===== config.mk =====
export PLATFORM = sky130hd
export DESIGN_NAME = spw_top
export DESIGN_NICKNAME = d
export VERILOG_FILES = /design/src/pkg/spw_pkg.sv /design/src/verilog/spw_top.sv
export VERILOG_INCLUDE_DIRS = /design/src /design/src/pkg
export SDC_FILE = /design/constraint.sdc
export NUM_CORES = 1
export LEC_CHECK = 0
export BUFFER_PORTS_ARGS = -buffer_cell sky130_fd_sc_hd__buf_4
export CAP_MARGIN = 20
export CORE_MARGIN = 2
export CORE_UTILIZATION = 63
export DETAILED_ROUTE_END_ITERATION = 6
export HOLD_SLACK_MARGIN = 0.03
export PLACE_DENSITY_LB_ADDON = 0.08
export SLEW_MARGIN = 15
export SYNTH_ARGS = -nofsm -noshare
export SYNTH_HDL_FRONTEND = slang
export SYNTH_SLANG_ARGS = --single-unit

===== constraint.sdc =====
create_clock -name aclk -period 13.45 [get_ports aclk]
set_input_delay 1.345 -clock aclk [delete_from_list [all_inputs] [get_ports aclk]]
set_output_delay 1.345 -clock aclk [all_outputs]
set_load 0.02 [all_outputs]

===== src/pkg/spw_regs.svh =====
// register offsets, field positions, reset values and protocol constants of the six-channel pwm block
`ifndef SPW_REGS_SVH
`define SPW_REGS_SVH
`define SPW_REG_CTRL 8'h00
`define SPW_REG_SLOTDIV 8'h04
`define SPW_REG_GPOEN 8'h08
`define SPW_REG_GPOMODE 8'h0C
`define SPW_REG_STATUS 8'h10
`define SPW_REG_PWM_BASE 8'h20
`define SPW_CTRL_INV_BIT 0
`define SPW_CLK_HZ 20000000
`define SPW_FRAME_HZ 200
`define SPW_SLOTS 128
`define SPW_SLOTDIV_RST (`SPW_CLK_HZ / (`SPW_SLOTS * `SPW_FRAME_HZ) - 1)
`define SPW_SLOT_MAX 7'h7F
`define SPW_ADDR_FIXED 6'h1C
`define SPW_CMD_PTR_TAG 5'h1D
`define SPW_CO_BIT 7
`define SPW_BIT_LAST 3'h7
`define SPW_RESP_OKAY 2'h0
`define SPW_RESP_SLVERR 2'h2
`define SPW_SYNC_RST 3'h7
`endif


===== src/pkg/spw_pkg.sv =====
// types shared by the six-channel pwm block
package spw_pkg;
    typedef enum logic [1:0] {
        SPW_IDLE = 2'b00,
        SPW_RX = 2'b01,
        SPW_ACK = 2'b10
    } spw_state_type;
    typedef enum logic [1:0] {
        SPW_PH_ADDR = 2'b00,
        SPW_PH_CTRL = 2'b01,
        SPW_PH_DATA = 2'b10
    } spw_phase_type;
    typedef enum logic [1:0] {
        SPW_RT_CMD = 2'b00,
        SPW_RT_RAM = 2'b01,
        SPW_RT_PWM = 2'b10,
        SPW_RT_NONE = 2'b11
    } spw_route_type;
    typedef enum logic [1:0] {
        SPW_GM_LOW = 2'b00,
        SPW_GM_HIGH = 2'b01,
        SPW_GM_PWM = 2'b10,
        SPW_GM_RSVD = 2'b11
    } spw_gpo_mode_type;
endpackage : spw_pkg


===== src/verilog/spw_top.sv =====
// six-channel pwm generator with write-only two-wire slave and axi4-lite control
//
// The register offsets and register access over AXI4-Lite were chosen for this implementation.
`timescale 1ns/1ps
`include "spw_regs.svh"
// Function
// RQ1: six independent pwm channels with own values
// RQ2: pwm data byte stored at pointer register
// RQ3: pointer increments per byte, wraps after last
// RQ4: enabled output replaces the segment signal
// RQ5: output mode constant one, zero or pwm
// RQ6: frame of 128 slots, high for value
// RQ7: zero all low, 127 one low slot
// RQ8: inversion bit inverts every channel waveform
// RQ9: plain mode: all rise at frame start
// RQ10: inverted: high 128 minus value, fall together
// RQ11: control byte bit 7 flags more control
// RQ12: bits 6:5 route to command, ram, pwm
// RQ13: new control byte switches routing mid access
// RQ14: sda edge with scl high is start/stop
// RQ15: any byte count, each byte then ack
// RQ16: addressed device pulls sda low for ack
// RQ17: slave receiver only, never transmits data
// RQ18: address 011100, bit1 vs select pin, rw
// RQ19: mismatched address ignored until next start
// RQ20: master ends with stop or repeated start
// RQ21: route 11 bytes acked and discarded
// RQ22: slot tick from programmed frame rate
// RQ23: new values take effect at frame boundary
module spw_top #(
    parameter int NCH = 6,
    parameter logic [15:0] SLOTDIV_RST = 16'(`SPW_SLOTDIV_RST)
) (
    // clock and reset
    input wire logic aclk,
    input wire logic aresetn,
    // axi4-lite write
    input wire logic [7:0] s_axi_awaddr,
    input wire logic s_axi_awvalid,
    output logic s_axi_awready,
    input wire logic [31:0] s_axi_wdata,
    input wire logic [3:0] s_axi_wstrb,
    input wire logic s_axi_wvalid,
    output logic s_axi_wready,
    output logic [1:0] s_axi_bresp,
    output logic s_axi_bvalid,
    input wire logic s_axi_bready,
    // axi4-lite read
    input wire logic [7:0] s_axi_araddr,
    input wire logic s_axi_arvalid,
    output logic s_axi_arready,
    output logic [31:0] s_axi_rdata,
    output logic [1:0] s_axi_rresp,
    output logic s_axi_rvalid,
    input wire logic s_axi_rready,
    // two-wire bus pins
    input wire logic scl_in,
    input wire logic sda_in,
    output logic sda_out,
    output logic sda_oe,
    input wire logic address_select_pin,
    // command and ram byte streams to the lcd part
    output logic cmd_valid,
    output logic [7:0] cmd_data,
    output logic ram_valid,
    output logic [7:0] ram_data,
    // shared segment pins
    input wire logic [NCH-1:0] segment_in,
    output logic [NCH-1:0] segment_pins,
    output logic [NCH-1:0] aux_output_pins
);
    import spw_pkg::*;

    if (NCH < 1 || NCH > 8) begin : g_chk
        $error("spw_top: NCH must be 1 to 8");
    end

    // pin synchronisers: bit0 scl, bit1 sda, bit2 address select
    logic [2:0] sync1_q, sync2_q, sync3_q, lvl_q, lvl;
    // a level moves once two stages agree, which also rejects one-cycle glitches; no extra
    // register here, or the ack would be released after the master raises scl again
    assign lvl = (sync3_q & ~(sync2_q ^ sync3_q)) | (lvl_q & (sync2_q ^ sync3_q));
    always_ff @(posedge aclk) begin
        if (!aresetn) begin
            sync1_q <= `SPW_SYNC_RST;
            sync2_q <= `SPW_SYNC_RST;
            sync3_q <= `SPW_SYNC_RST;
            lvl_q <= `SPW_SYNC_RST;
        end else begin
            sync1_q <= {address_select_pin, sda_in, scl_in};
            sync2_q <= sync1_q;
            sync3_q <= sync2_q;
            lvl_q <= lvl;
        end
    end

    logic scl, sda, scl_prev, sda_prev, scl_rise, scl_fall, start_det, stop_det;
    assign scl = lvl[0];
    assign sda = lvl[1];
    assign scl_prev = lvl_q[0];
    assign sda_prev = lvl_q[1];
    assign scl_rise = scl && !scl_prev;
    assign scl_fall = !scl && scl_prev;
    assign start_det = scl && scl_prev && sda_prev && !sda; // [RQ14]
    assign stop_det = scl && scl_prev && !sda_prev && sda; // [RQ14]

    // bit-level receiver
    spw_state_type state_q;
    spw_phase_type phase_q;
    spw_route_type route_q;
    logic [2:0] cnt_q;
    logic [6:0] shift_q;
    logic ack_en_q, ack_rise_q, ack_drive_q, more_q, addressed_q;
    logic [7:0] rx_byte;
    logic byte_done, addr_match;
    assign rx_byte = {shift_q, sda};
    assign byte_done = (state_q == SPW_RX) && scl_rise && (cnt_q == `SPW_BIT_LAST);
    // write only: a read address is not acknowledged
    assign addr_match = (rx_byte[7:2] == `SPW_ADDR_FIXED) && (rx_byte[1] == lvl[2])
        && !rx_byte[0]; // [RQ18] [RQ17]

    always_ff @(posedge aclk) begin
        if (!aresetn) begin
            state_q <= SPW_IDLE;
            cnt_q <= 3'h0;
            shift_q <= 7'h00;
            ack_en_q <= 1'b0;
            ack_rise_q <= 1'b0;
            ack_drive_q <= 1'b0;
        end else if (start_det) begin
            // repeated start also lands here and restarts address reception
            state_q <= SPW_RX;
            cnt_q <= 3'h0;
            ack_rise_q <= 1'b0;
            ack_drive_q <= 1'b0;
        end else if (stop_det) begin
            state_q <= SPW_IDLE;
            ack_drive_q <= 1'b0;
        end else begin
            case (state_q)
                SPW_RX: begin
                    if (scl_rise) begin
                        shift_q <= rx_byte[6:0];
                        cnt_q <= cnt_q + 3'h1;
                        if (cnt_q == `SPW_BIT_LAST) begin
                            state_q <= SPW_ACK; // [RQ15]
                            ack_rise_q <= 1'b0;
                            ack_en_q <= (phase_q != SPW_PH_ADDR) || addr_match; // [RQ21]
                        end
                    end
                end
                SPW_ACK: begin
                    if (scl_fall && !ack_rise_q) begin
                        ack_drive_q <= ack_en_q; // [RQ16]
                    end else if (scl_rise) begin
                        ack_rise_q <= 1'b1;
                    end else if (scl_fall) begin
                        ack_drive_q <= 1'b0;
                        state_q <= ack_en_q ? SPW_RX : SPW_IDLE; // [RQ19] [RQ15]
                    end
                end
                default: begin
                    state_q <= SPW_IDLE;
                end
            endcase
        end
    end
    assign sda_out = 1'b0;
    assign sda_oe = ack_drive_q; // [RQ17]

    // byte framing: address, control, data
    always_ff @(posedge aclk) begin
        if (!aresetn) begin
            phase_q <= SPW_PH_ADDR;
            route_q <= SPW_RT_NONE;
            more_q <= 1'b0;
            addressed_q <= 1'b0;
        end else if (start_det || stop_det) begin
            phase_q <= SPW_PH_ADDR; // [RQ20]
            addressed_q <= 1'b0;
        end else if (byte_done) begin
            case (phase_q)
                SPW_PH_ADDR: begin
                    if (addr_match) begin
                        phase_q <= SPW_PH_CTRL;
                        addressed_q <= 1'b1;
                    end
                end
                SPW_PH_CTRL: begin
                    more_q <= rx_byte[`SPW_CO_BIT]; // [RQ11]
                    route_q <= spw_route_type'(rx_byte[6:5]); // [RQ12]
                    phase_q <= SPW_PH_DATA;
                end
                SPW_PH_DATA: begin
                    if (more_q) begin
                        phase_q <= SPW_PH_CTRL; // [RQ13]
                    end
                end
                default: begin
                    phase_q <= SPW_PH_ADDR;
                end
            endcase
        end
    end

    logic data_byte;
    assign data_byte = byte_done && (phase_q == SPW_PH_DATA);

    // pwm pointer and pending channel values
    logic [2:0] ptr_q;
    logic [6:0] pending_q [NCH];
    function automatic logic [2:0] spw_ptr_next(input logic [2:0] p);
        spw_ptr_next = (p == 3'(NCH - 1)) ? 3'h0 : p + 3'h1;
    endfunction : spw_ptr_next

    always_ff @(posedge aclk) begin
        if (!aresetn) begin
            ptr_q <= 3'h0;
            for (int i = 0; i < NCH; i++) begin
                pending_q[i] <= 7'h00;
            end
        end else if (data_byte) begin
            if (route_q == SPW_RT_CMD && rx_byte[7:3] == `SPW_CMD_PTR_TAG) begin
                ptr_q <= ({1'b0, rx_byte[2:0]} < 4'(NCH)) ? rx_byte[2:0] : 3'h0; // [RQ2]
            end else if (route_q == SPW_RT_PWM) begin
                pending_q[ptr_q] <= rx_byte[6:0]; // [RQ2]
                ptr_q <= spw_ptr_next(ptr_q); // [RQ3]
            end
        end
    end

    // command and ram bytes handed on; route 11 bytes go nowhere
    always_ff @(posedge aclk) begin
        if (!aresetn) begin
            cmd_valid <= 1'b0;
            ram_valid <= 1'b0;
            cmd_data <= 8'h00;
            ram_data <= 8'h00;
        end else begin
            cmd_valid <= data_byte && (route_q == SPW_RT_CMD);
            ram_valid <= data_byte && (route_q == SPW_RT_RAM); // [RQ21]
            if (data_byte && route_q == SPW_RT_CMD) begin
                cmd_data <= rx_byte;
            end
            if (data_byte && route_q == SPW_RT_RAM) begin
                ram_data <= rx_byte;
            end
        end
    end

    // software registers
    logic inv_q;
    logic [15:0] slot_div_q;
    logic [NCH-1:0] gpo_en_q;
    logic [2*NCH-1:0] gpo_mode_q;

    // slot timing shared by all channels
    logic [15:0] div_cnt_q;
    logic [6:0] slot_q;
    logic [6:0] active_q [NCH];
    logic tick, frame_end;
    // >= keeps a shortened divider from running the count through 65535
    assign tick = (div_cnt_q >= slot_div_q); // [RQ22]
    assign frame_end = tick && (slot_q == `SPW_SLOT_MAX);

    always_ff @(posedge aclk) begin
        if (!aresetn) begin
            div_cnt_q <= 16'h0000;
            slot_q <= 7'h00;
        end else begin
            div_cnt_q <= tick ? 16'h0000 : div_cnt_q + 16'h0001; // [RQ22]
            if (tick) begin
                slot_q <= slot_q + 7'h01; // [RQ6]
            end
        end
    end

    always_ff @(posedge aclk) begin
        if (!aresetn) begin
            for (int i = 0; i < NCH; i++) begin
                active_q[i] <= 7'h00;
            end
        end else if (frame_end) begin
            for (int i = 0; i < NCH; i++) begin
                active_q[i] <= pending_q[i]; // [RQ23]
            end
        end
    end

    logic [NCH-1:0] mode_high;
    // one generator per channel, each from its own value and mode
    for (genvar i = 0; i < NCH; i++) begin : g_ch
        logic wave;
        logic aux_d;
        assign mode_high[i] = (spw_gpo_mode_type'(gpo_mode_q[2*i +: 2]) == SPW_GM_HIGH);
        // slot 0 starts every frame, so plain waves rise together and inverted ones fall together
        assign wave = (slot_q < active_q[i]) ^ inv_q; // [RQ1] [RQ6] [RQ7] [RQ8] [RQ9] [RQ10]
        always_comb begin
            case (spw_gpo_mode_type'(gpo_mode_q[2*i +: 2]))
                SPW_GM_HIGH: aux_d = 1'b1; // [RQ5]
                SPW_GM_PWM: aux_d = wave; // [RQ5]
                default: aux_d = 1'b0; // [RQ5]
            endcase
        end
        always_ff @(posedge aclk) begin
            if (!aresetn) begin
                aux_output_pins[i] <= 1'b0;
                segment_pins[i] <= 1'b0;
            end else begin
                aux_output_pins[i] <= aux_d;
                segment_pins[i] <= gpo_en_q[i] ? aux_d : segment_in[i]; // [RQ4]
            end
        end
    end

    // axi4-lite slave
    logic aw_have_q, w_have_q;
    logic [7:0] awaddr_q;
    logic [31:0] wdata_q;
    logic [3:0] wstrb_q;
    logic wr_fire;
    assign s_axi_awready = !aw_have_q && !s_axi_bvalid;
    assign s_axi_wready = !w_have_q && !s_axi_bvalid;
    assign s_axi_arready = !s_axi_rvalid;
    assign wr_fire = aw_have_q && w_have_q && !s_axi_bvalid;

    function automatic logic spw_pwm_hit(input logic [7:0] a);
        spw_pwm_hit = (a >= `SPW_REG_PWM_BASE) && (a < `SPW_REG_PWM_BASE + 8'(4 * NCH))
            && (a[1:0] == 2'h0);
    endfunction : spw_pwm_hit

    function automatic logic spw_mapped(input logic [7:0] a);
        spw_mapped = (a == `SPW_REG_CTRL) || (a == `SPW_REG_SLOTDIV) || (a == `SPW_REG_GPOEN)
            || (a == `SPW_REG_GPOMODE) || (a == `SPW_REG_STATUS) || spw_pwm_hit(a);
    endfunction : spw_mapped

    function automatic logic [31:0] spw_merge(input logic [31:0] old, input logic [31:0] nw,
                                              input logic [3:0] strb);
        spw_merge = old;
        for (int b = 0; b < 4; b++) begin
            if (strb[b]) begin
                spw_merge[8*b +: 8] = nw[8*b +: 8];
            end
        end
    endfunction : spw_merge

    // byte lanes merged into each register's current value, bits above the field dropped
    logic [31:0] mrg_ctrl, mrg_div, mrg_en, mrg_mode;
    assign mrg_ctrl = spw_merge({31'h0, inv_q}, wdata_q, wstrb_q);
    assign mrg_div = spw_merge({16'h0, slot_div_q}, wdata_q, wstrb_q);
    assign mrg_en = spw_merge(32'(gpo_en_q), wdata_q, wstrb_q);
    assign mrg_mode = spw_merge(32'(gpo_mode_q), wdata_q, wstrb_q);

    always_ff @(posedge aclk) begin
        if (!aresetn) begin
            aw_have_q <= 1'b0;
            w_have_q <= 1'b0;
            awaddr_q <= 8'h00;
            wdata_q <= 32'h00000000;
            wstrb_q <= 4'h0;
            s_axi_bvalid <= 1'b0;
            s_axi_bresp <= `SPW_RESP_OKAY;
        end else begin
            if (s_axi_awvalid && s_axi_awready) begin
                aw_have_q <= 1'b1;
                awaddr_q <= s_axi_awaddr;
            end
            if (s_axi_wvalid && s_axi_wready) begin
                w_have_q <= 1'b1;
                wdata_q <= s_axi_wdata;
                wstrb_q <= s_axi_wstrb;
            end
            if (wr_fire) begin
                aw_have_q <= 1'b0;
                w_have_q <= 1'b0;
                s_axi_bvalid <= 1'b1;
                s_axi_bresp <= spw_mapped(awaddr_q) ? `SPW_RESP_OKAY : `SPW_RESP_SLVERR;
            end else if (s_axi_bvalid && s_axi_bready) begin
                s_axi_bvalid <= 1'b0;
            end
        end
    end

    always_ff @(posedge aclk) begin
        if (!aresetn) begin
            inv_q <= 1'b0;
            slot_div_q <= SLOTDIV_RST;
            gpo_en_q <= '0;
            gpo_mode_q <= '0;
        end else if (wr_fire) begin
            case (awaddr_q)
                `SPW_REG_CTRL: inv_q <= mrg_ctrl[`SPW_CTRL_INV_BIT]; // [RQ8]
                `SPW_REG_SLOTDIV: slot_div_q <= mrg_div[15:0];
                `SPW_REG_GPOEN: gpo_en_q <= mrg_en[NCH-1:0];
                `SPW_REG_GPOMODE: gpo_mode_q <= mrg_mode[2*NCH-1:0];
                default: begin
                end
            endcase
        end
    end

    logic [7:0] pwm_off;
    assign pwm_off = s_axi_araddr - `SPW_REG_PWM_BASE;

    always_ff @(posedge aclk) begin
        if (!aresetn) begin
            s_axi_rvalid <= 1'b0;
            s_axi_rdata <= 32'h00000000;
            s_axi_rresp <= `SPW_RESP_OKAY;
        end else if (s_axi_arvalid && s_axi_arready) begin
            s_axi_rvalid <= 1'b1;
            s_axi_rresp <= spw_mapped(s_axi_araddr) ? `SPW_RESP_OKAY : `SPW_RESP_SLVERR;
            if (spw_pwm_hit(s_axi_araddr)) begin
                s_axi_rdata <= {25'h0, pending_q[pwm_off[4:2]]};
            end else begin
                case (s_axi_araddr)
                    `SPW_REG_CTRL: s_axi_rdata <= {31'h0, inv_q};
                    `SPW_REG_SLOTDIV: s_axi_rdata <= {16'h0, slot_div_q};
                    `SPW_REG_GPOEN: s_axi_rdata <= 32'(gpo_en_q);
                    `SPW_REG_GPOMODE: s_axi_rdata <= 32'(gpo_mode_q);
                    `SPW_REG_STATUS: s_axi_rdata <= {17'h0, slot_q, 2'h0, addressed_q,
                        route_q, ptr_q};
                    default: s_axi_rdata <= 32'h00000000;
                endcase
            end
        end else if (s_axi_rvalid && s_axi_rready) begin
            s_axi_rvalid <= 1'b0;
        end
    end

    logic pwm_byte;
    assign pwm_byte = data_byte && (route_q == SPW_RT_PWM);
endmodule : spw_top


-- After elaboration in Yosys (flattened, before gate mapping)
Memory sizes are Yosys's and may differ from the RTL's.
Cells that the tools add are included.
- register bits: 190
- RAM bits: 84
- word-level logic and storage cells: 284
- memories: 2
- memory list (memory ; words ; width ; rd ports ; clocked after Yosys merged registers in ; write ports ; line ; RTL):
    active_q ; 6 ; 7 ; 6 ; 0 ; 6 ; spw_top.sv:260 ; logic [6:0] active_q [NCH];
    pending_q ; 6 ; 7 ; 7 ; 0 ; 6 ; spw_top.sv:211 ; logic [6:0] pending_q [NCH];
- $add $sub $neg: 5
- order comparisons: 12
- equality and inequality tests: 46
- mux-type cells: 62
- bitwise operators: 21
- reductions and logical operators: 86
- operators with widths (cell ; number):
    16-bit case mux with 5 select lines ; 1
    7-bit 2-to-1 mux ; 7
    7-bit less-than comparator ; 6
    3-bit AND reduction ; 11
    8-bit by 4-bit equality test with 1-bit output (second input constant) ; 4
    1-bit logical AND ; 30
    1-bit 2-to-1 mux ; 30
    2-bit by 1-bit equality test with 1-bit output (second input constant) ; 9
    2-bit equality test (second input constant) ; 9
    2-bit 2-to-1 mux ; 9
    16-bit by 1-bit adder with 16-bit output (second input constant) ; 1
    8-bit by 3-bit equality test with 1-bit output (second input constant) ; 2
    8-bit by 5-bit equality test with 1-bit output (second input constant) ; 2
    16-bit >= comparator ; 1
    8-bit by 6-bit >= comparator with 1-bit output (second input constant) ; 2
    8-bit logical NOT ; 2
    8-bit by 6-bit less-than comparator with 1-bit output (second input constant) ; 2
    16-bit 2-to-1 mux ; 1
    4-bit != test (second input constant) ; 4
    3-bit 2-to-1 mux ; 5
    5-bit AND reduction ; 3
    2-bit != test (second input constant) ; 7
    1-bit case mux with 2 select lines ; 7
    1-bit logical OR ; 12
    other kinds (29) ; 65

-- Longest topological paths before layout
Gate-level depths: netlist (run 1).
- depth after elaboration: 13
- depth in mapped cells: 9

-- Worst setup path after synthesis (run 1)
No wires, ideal clock.
- path type: reg2reg
- from: reg slot_div_q[7]
- to: mem active_q[0][0], enable pin
- setup time: 0.505 ns
- arrival time: 4.599 ns
- data required time: 12.945 ns
- slack: 8.346 ns
- stages on the path, launching flop included: 9
- clock period less this slack: 5.104 ns
- cells stage by stage: dfxtp_1 > inv_1 > ha_1 > nand2_1 > nor3_1 > a21oi_1 > o21a_1 > clkbuf_1 > o31ai_1
- RTL lines (what ; line ; RTL):
    start: declaration ; spw_top.sv:253 ; logic [15:0] slot_div_q;
    start signal: assignment ; spw_top.sv:393 ; `SPW_REG_SLOTDIV: slot_div_q <= mrg_div[15:0];
    end: declaration ; spw_top.sv:260 ;

==> results of run 1 <==
cells in the mapped netlist, types with 9 or more instances:
cell type,n
a21oi_1,101
and3_1,17
a21o_1,13
dfxtp_1,172
nor2b_1,13
a211oi_1,9
nand2b_1,24
o21ai_0,41
edfxtp_1,98
mux4_2,14
mux2i_1,55
buf_4,19
nand3_1,33
inv_1,88
nor4_1,12
clkbuf_1,44
ha_1,71
and2_1,79
nand2_1,143
xor2_1,11
nor3_1,11
nor2_1,97
layout make-up:
type	instances	area, sq um
inverters	89	337
clock buffers	33	759
multi-input cells	871	5780
fillers	1464	5440
repair buffers	109	816
well taps	270	338
flip-flops and latches	270	6390
clock inverters	19	245
layer usage:
metal,wire [microns],part of all wire [%]
met5,0,0
met4,775,2.6
met3,2490,8.3
met2,13600,46
met1,12900,43
registers in the layout, summed over array words and instances, names as in the netlist, 6 cells and up:
signal and cells:
gpo_mode_q 12, gpo_en_q 6, wdata_q 16, slot_div_q 16
ram_data 8, pending_q 56, cmd_data 8, active_q 42
s_axi_rdata 16, shift_q 7, aux_output_pins 6, awaddr_q 8
div_cnt_q 16, segment_pins 6, slot_q 7
critical path, cell delays in order, from the launching register on:
cell	delay, ps
dfxtp_1	320
inv_1	70
ha_1	200
nand4b_1	480
nor4b_2	370
buf_4	230
and3_1	280
nand2_1	160
o21ai_0	790
how the worst max path moves through the flow:
stage	depth (start not counted)	slack, ps	to	start
floorplan	8	8350	active_q[0][0]	slot_div_q[7]
global placement	4	9670	pending_q[6][5]	aresetn
detailed placement	4	9640	pending_q[6][5]	aresetn
CTS	8	9960	pending_q[6][1]	state_q[1]
global route	8	9880	pending_q[3][3]	state_q[1]
finish	8	10160	pending_q[3][2]	state_q[1]
power by group:
part           switching (mW)  total, mW  internal (mW)
registers              0.0150      0.882          0.867
clock network           0.324      0.825          0.501
logic                  0.0548     0.0889         0.0341
total                   0.393       1.80           1.40
cells by family (layout without fill, tap and decap cells):
kind of cell / after synthesis / after routing
AND/OR/NAND/NOR: 473 / 473
flip-flops: 270 / 270
AO/OA/AOI/OAI: 215 / 215
buffers and inverters: 165 / 250
multiplexers: 75 / 75
adder cells (fa/ha/maj): 72 / 72
XOR/XNOR: 17 / 17
other: 1 / 19
through the flow:
stage	area (sq um)	hold slack, ps
after floorplan	12900	386
after global placement	13700	390
after detailed placement	13700	401
after CTS	14700	419
after global routing	14700	435
final	14700	411
==> results_dict.tcl, run 1 <==
set metrics [dict create \
    status "finished, final reports clean" \
    avgRoutedWirePerCell_microns 18.0 \
    synth_top_family_by_area "simple AND/OR/NAND/NOR gates" \
    firstDrtPassIters 5 \
    fin_setup_tns_ps 0 \
    fin_util_pct 72.9 \
    start_util_pct 63.8 \
    place_ws_ps 9640 \
    fmax_ghz 0.304 \
    min-delay-start "sync1_q[1]" \
    root_buffer "clkbuf_16" \
    synth_top_area_share_pct 26.9 \
    ys_seq_area_share_pct 49.8 \
    worstSetupEndpointType "flip-flop" \
    grt_busiest_layer "met2" \
    final_cell_mix "dfxtp_1, nand2_1, buf_4" \
    cts_hold_buf 0 \
    drt-total-wl_mm 29.8 \
    numCtsBuffers 28 \
    power_density_nw_per_um2 122 \
    synth_cells 1288 \
    dp_hpwl_mm 20.5 \
    drtAntennaViolNets 0 \
    peakVddDrop_mv 0.118 \
    r2r_end "pending_q[3][2]" \
    crit_type "flip-flop to flip-flop" \
    synthSimpleGateAreaFrac_pct 18.8 \
    die_height_microns 147 \
    synthToLayoutAreaGrowth_pct 14.4 \
    crit_arrival_ps 3460 \
    grtUsageMet3_pct 5.94 \
    final_cells 1661 \
    synth_compound_area_share_pct 10.1 \
    cts_tree "done" \
    h-tree-depth 1 \
    antenna_found_initial 0 \
    p_leak_nw 5.85 \
    post_cts_buffers 0 \
    drt_iter0_drc 667 \
    ys_async_sr_fraction_pct 0 \
    yosysTopAreaCell "dfxtp_1" \
    coreArea_sq_um 20100 \
    cts_resized 0 \
    overflow 0 \
    crit_required_ps 13620 \
    cp-start-kind "flip-flop" \
    slew_headroom_pct 28.1 \
    dieArea_sq_um 21500 \
    grt_max_degree 105 \
    rsz0062_at_grt "no" \
    dr_total_vias 9451 \
    rr_worst_depth 8 \
    synth_edf_count 98 \
    dp.cells 1608 \
    layout_commonest_cell "dfxtp_1" \
    maxCapViolations 0 \
    skew_ps 24.2 \
    rows 52 \
    min_path_type "flip-flop to flip-flop" \
    power_mw 1.80 \
    reg2reg_from "state_q[1]" \
    n_antenna_cell 0 \
    syn_area_sq_um 12800 \
    drive_above_1_share_pct 14.7 \
    hold_viol_final 0 \
    synth-xor-area-share_pct 1.16 \
    die_x_microns 147 \
    nNetsFinal 1508 \
    regToRegSetupSlack_ps 10160 \
    synth_ff_type "dfxtp_1" \
    avgViaCountPerCell 5.69 \
    yosysUniqueCellTypes 70 \
    grt_pass1_vias 8955 \
    clkTransAtPathRegs_ps 60 \
    finalSetupViolCount 0 \
    synth-seq-cells 270 \
    ys_warn_count 0 \
    syn_area_per_cell_sq_um 9.96 \
    synthTopCellsByArea "dfxtp_1, edfxtp_1, ha_1, mux2i_1, nand2_1" \
    fin_crit_sh_pct 24.4 \
    holdPathEnd "sync2_q[1]" \
    crit_fanout 12 \
    post-route-min-period_ps 3290 \
    ioPinCount 141 \
    io_buffer_count 103 \
    grt_pass1_wl_mm 48.0 \
    fin_ws_ps 10160 \
    synth_adder_area_share_pct 7.01 \
    clock_latency_ps 550 \
    final_max_slew_viol_count 0 \
    worstHoldPathCells 1 \
    grt_usage_pct 28.0 \
    cts_sinks 270 \
    grtUsageMet2_pct 44.3 \
    ctsLongestPathBuffers 3 \
    use_met1_pct 39.2 \
    tightest_slew_ps 1080 \
    drc 0 \
    place_congestion 0.836 \
    synthMuxAreaShare_pct 7.28 \
]
Note: power is estimated with default switching activity, not from simulation.
==> inputs of run 2 (changes only) <==
Settings changed: CORE_UTILIZATION 63 to 59.
Clock period 13.45 ns to 3.4 ns, I/O delays scaled along.
==> results_dict.tcl, run 2 (synthesized netlist as in run 1, its figures left out) <==
set metrics [dict create \
    status "finished, final reports clean" \
    skew_ps 10.9 \
    ioPinCount 141 \
    pwr-share-comb_pct 5.1 \
    clkTransAtPathRegs_ps 60 \
    min_path_type "input port to flip-flop" \
    nNetsFinal 1531 \
    layout_commonest_cell "dfxtp_1" \
    grt_usage_pct 27.1 \
    top_regs "pending_q: 56 flops, active_q: 42 flops" \
    cp-start-kind "flip-flop" \
    place_congestion 0.835 \
    clock_latency_ps 550 \
    max_flop_register "pending_q" \
    rows 53 \
    antenna_found_initial 1 \
    crit_required_ps 3610 \
    overflow 0 \
    seq_power_share_pct 49.0 \
    root_buffer "clkbuf_16" \
    fin_util_pct 70.3 \
    clkPwrFrac_pct 45.9 \
    dp_hpwl_mm 21.3 \
    h-tree-depth 1 \
    synthToLayoutAreaGrowth_pct 15.9 \
    die_x_microns 151 \
    fin_crit_sh_pct 80.4 \
    drtAntennaViolNets 0 \
    avgViaCountPerCell 5.64 \
    cts_tree "done" \
    crit_arrival_ps 2940 \
    design_area_sq_um 14900 \
    avgRoutedWirePerCell_microns 17.8 \
    post_cts_buffers 0 \
    regToRegSetupSlack_ps 670 \
    grt_max_degree 44 \
    io_buffer_count 103 \
    fmax_ghz 0.366 \
    die_height_microns 151 \
    crit_fanout 9 \
    largest_register_ffs 56 \
    power_density_nw_per_um2 479 \
    place_ws_ps 651 \
    dr_total_vias 9524 \
    n_antenna_cell 0 \
    final_cell_mix "dfxtp_1, nand2_1, buf_4" \
    coreArea_sq_um 21200 \
    maxCapViolations 0 \
    drc 0 \
    wl_met2_mm 13.6 \
    start_util_pct 60.6 \
    ctsLongestPathBuffers 3 \
    final_max_slew_viol_count 0 \
    worstSetupEndpointType "flip-flop" \
    dieArea_sq_um 22900 \
    p_leak_nw 5.95 \
    met3_length_mm 2.12 \
    internal_power_mw 5.59 \
    grt_pass1_wl_mm 48.0 \
    finalSetupViolCount 0 \
    hold_viol_final 0 \
    drt_iter0_drc 573 \
    dr.max_layer_used "met4" \
    p_sw_share_pct 21.5 \
    slew_headroom_pct 43.0 \
    cts_sinks 270 \
    firstDrtPassIters 5 \
    p_sw_mw 1.53 \
    peakVddDrop_mv 0.327 \
    fin_ws_ps 668 \
    rsz0062_at_grt "no" \
    drt-total-wl_mm 30.1 \
    post-route-min-period_ps 2730 \
    tightest_slew_ps 854 \
    placed_area_sq_um 13700 \
    crit_type "flip-flop to flip-flop" \
    grt_pass1_vias 9065 \
    fin_setup_tns_ps 0 \
    numCtsBuffers 27 \
    drive_above_1_share_pct 14.8 \
    m1WireLength_mm 13.5 \
]
[run 2: worst max-delay path, stage by stage, from the launching register on]
cell and delay (ps):
dfxtp_1 350, ha_1 160, ha_1 230, inv_1 100
nor4b_2 350, nand3_2 290, nor4_2 510, nand2b_1 400
[run 2: path summary, 6_finish.rpt]
kind | startpoint | end | cells past startpoint
max | cnt_q[0] | pending_q[0][1] | 7
min | s_axi_wdata[12] | wdata_q[12] | 3
max reg2reg | cnt_q[0] | pending_q[0][1] | 7
min reg2reg | sync1_q[0] | sync2_q[0] | 1
[run 2: layer usage]
layer / vias to the layer above / GRT usage, %
met5: - / 0
met3: 53 / 4.91
met1: 4506 / 38.3
met2: 323 / 42.3
met4: 0 / 9.11
li1: 4642 / -
[run 2: power by group through the flow]
stage          sequential (mW)  combinational [mW]  clock (mW)
2_1_floorplan             3.54               0.241           0
3_3_place_gp              3.56               0.345           0
3_5_place_dp              3.56               0.351           0
4_1_cts                   3.49               0.367        3.30
5_1_grt                   3.50               0.406        3.43
6_report                  3.49               0.366        3.27
[run 2: timing repair]
action	in CTS	in global routing
hold buffers	15	0
resized for setup	0	0
hold endpoints to repair	15	0
[run 2: per-stage QoR]
stage                     cells  total power [mW]  hold WS, ps
after CTS                  1688              7.16         32.0
after global placement     1623              3.90          389
after global routing       1688              7.33         40.0
after detailed placement   1623              3.91          397
after floorplan            1306              3.78          386
final                      1688              7.12         41.0
[run 2: cell type report]
type                       instances  area [sq um]
tap                              275           344
inverter                          89           337
sequential                       270          6390
clock buffer                      32           704
multi-input combinational        871          5780
fill                            1636          6290
timing repair buffer             133          1040
clock inverter                    18           273
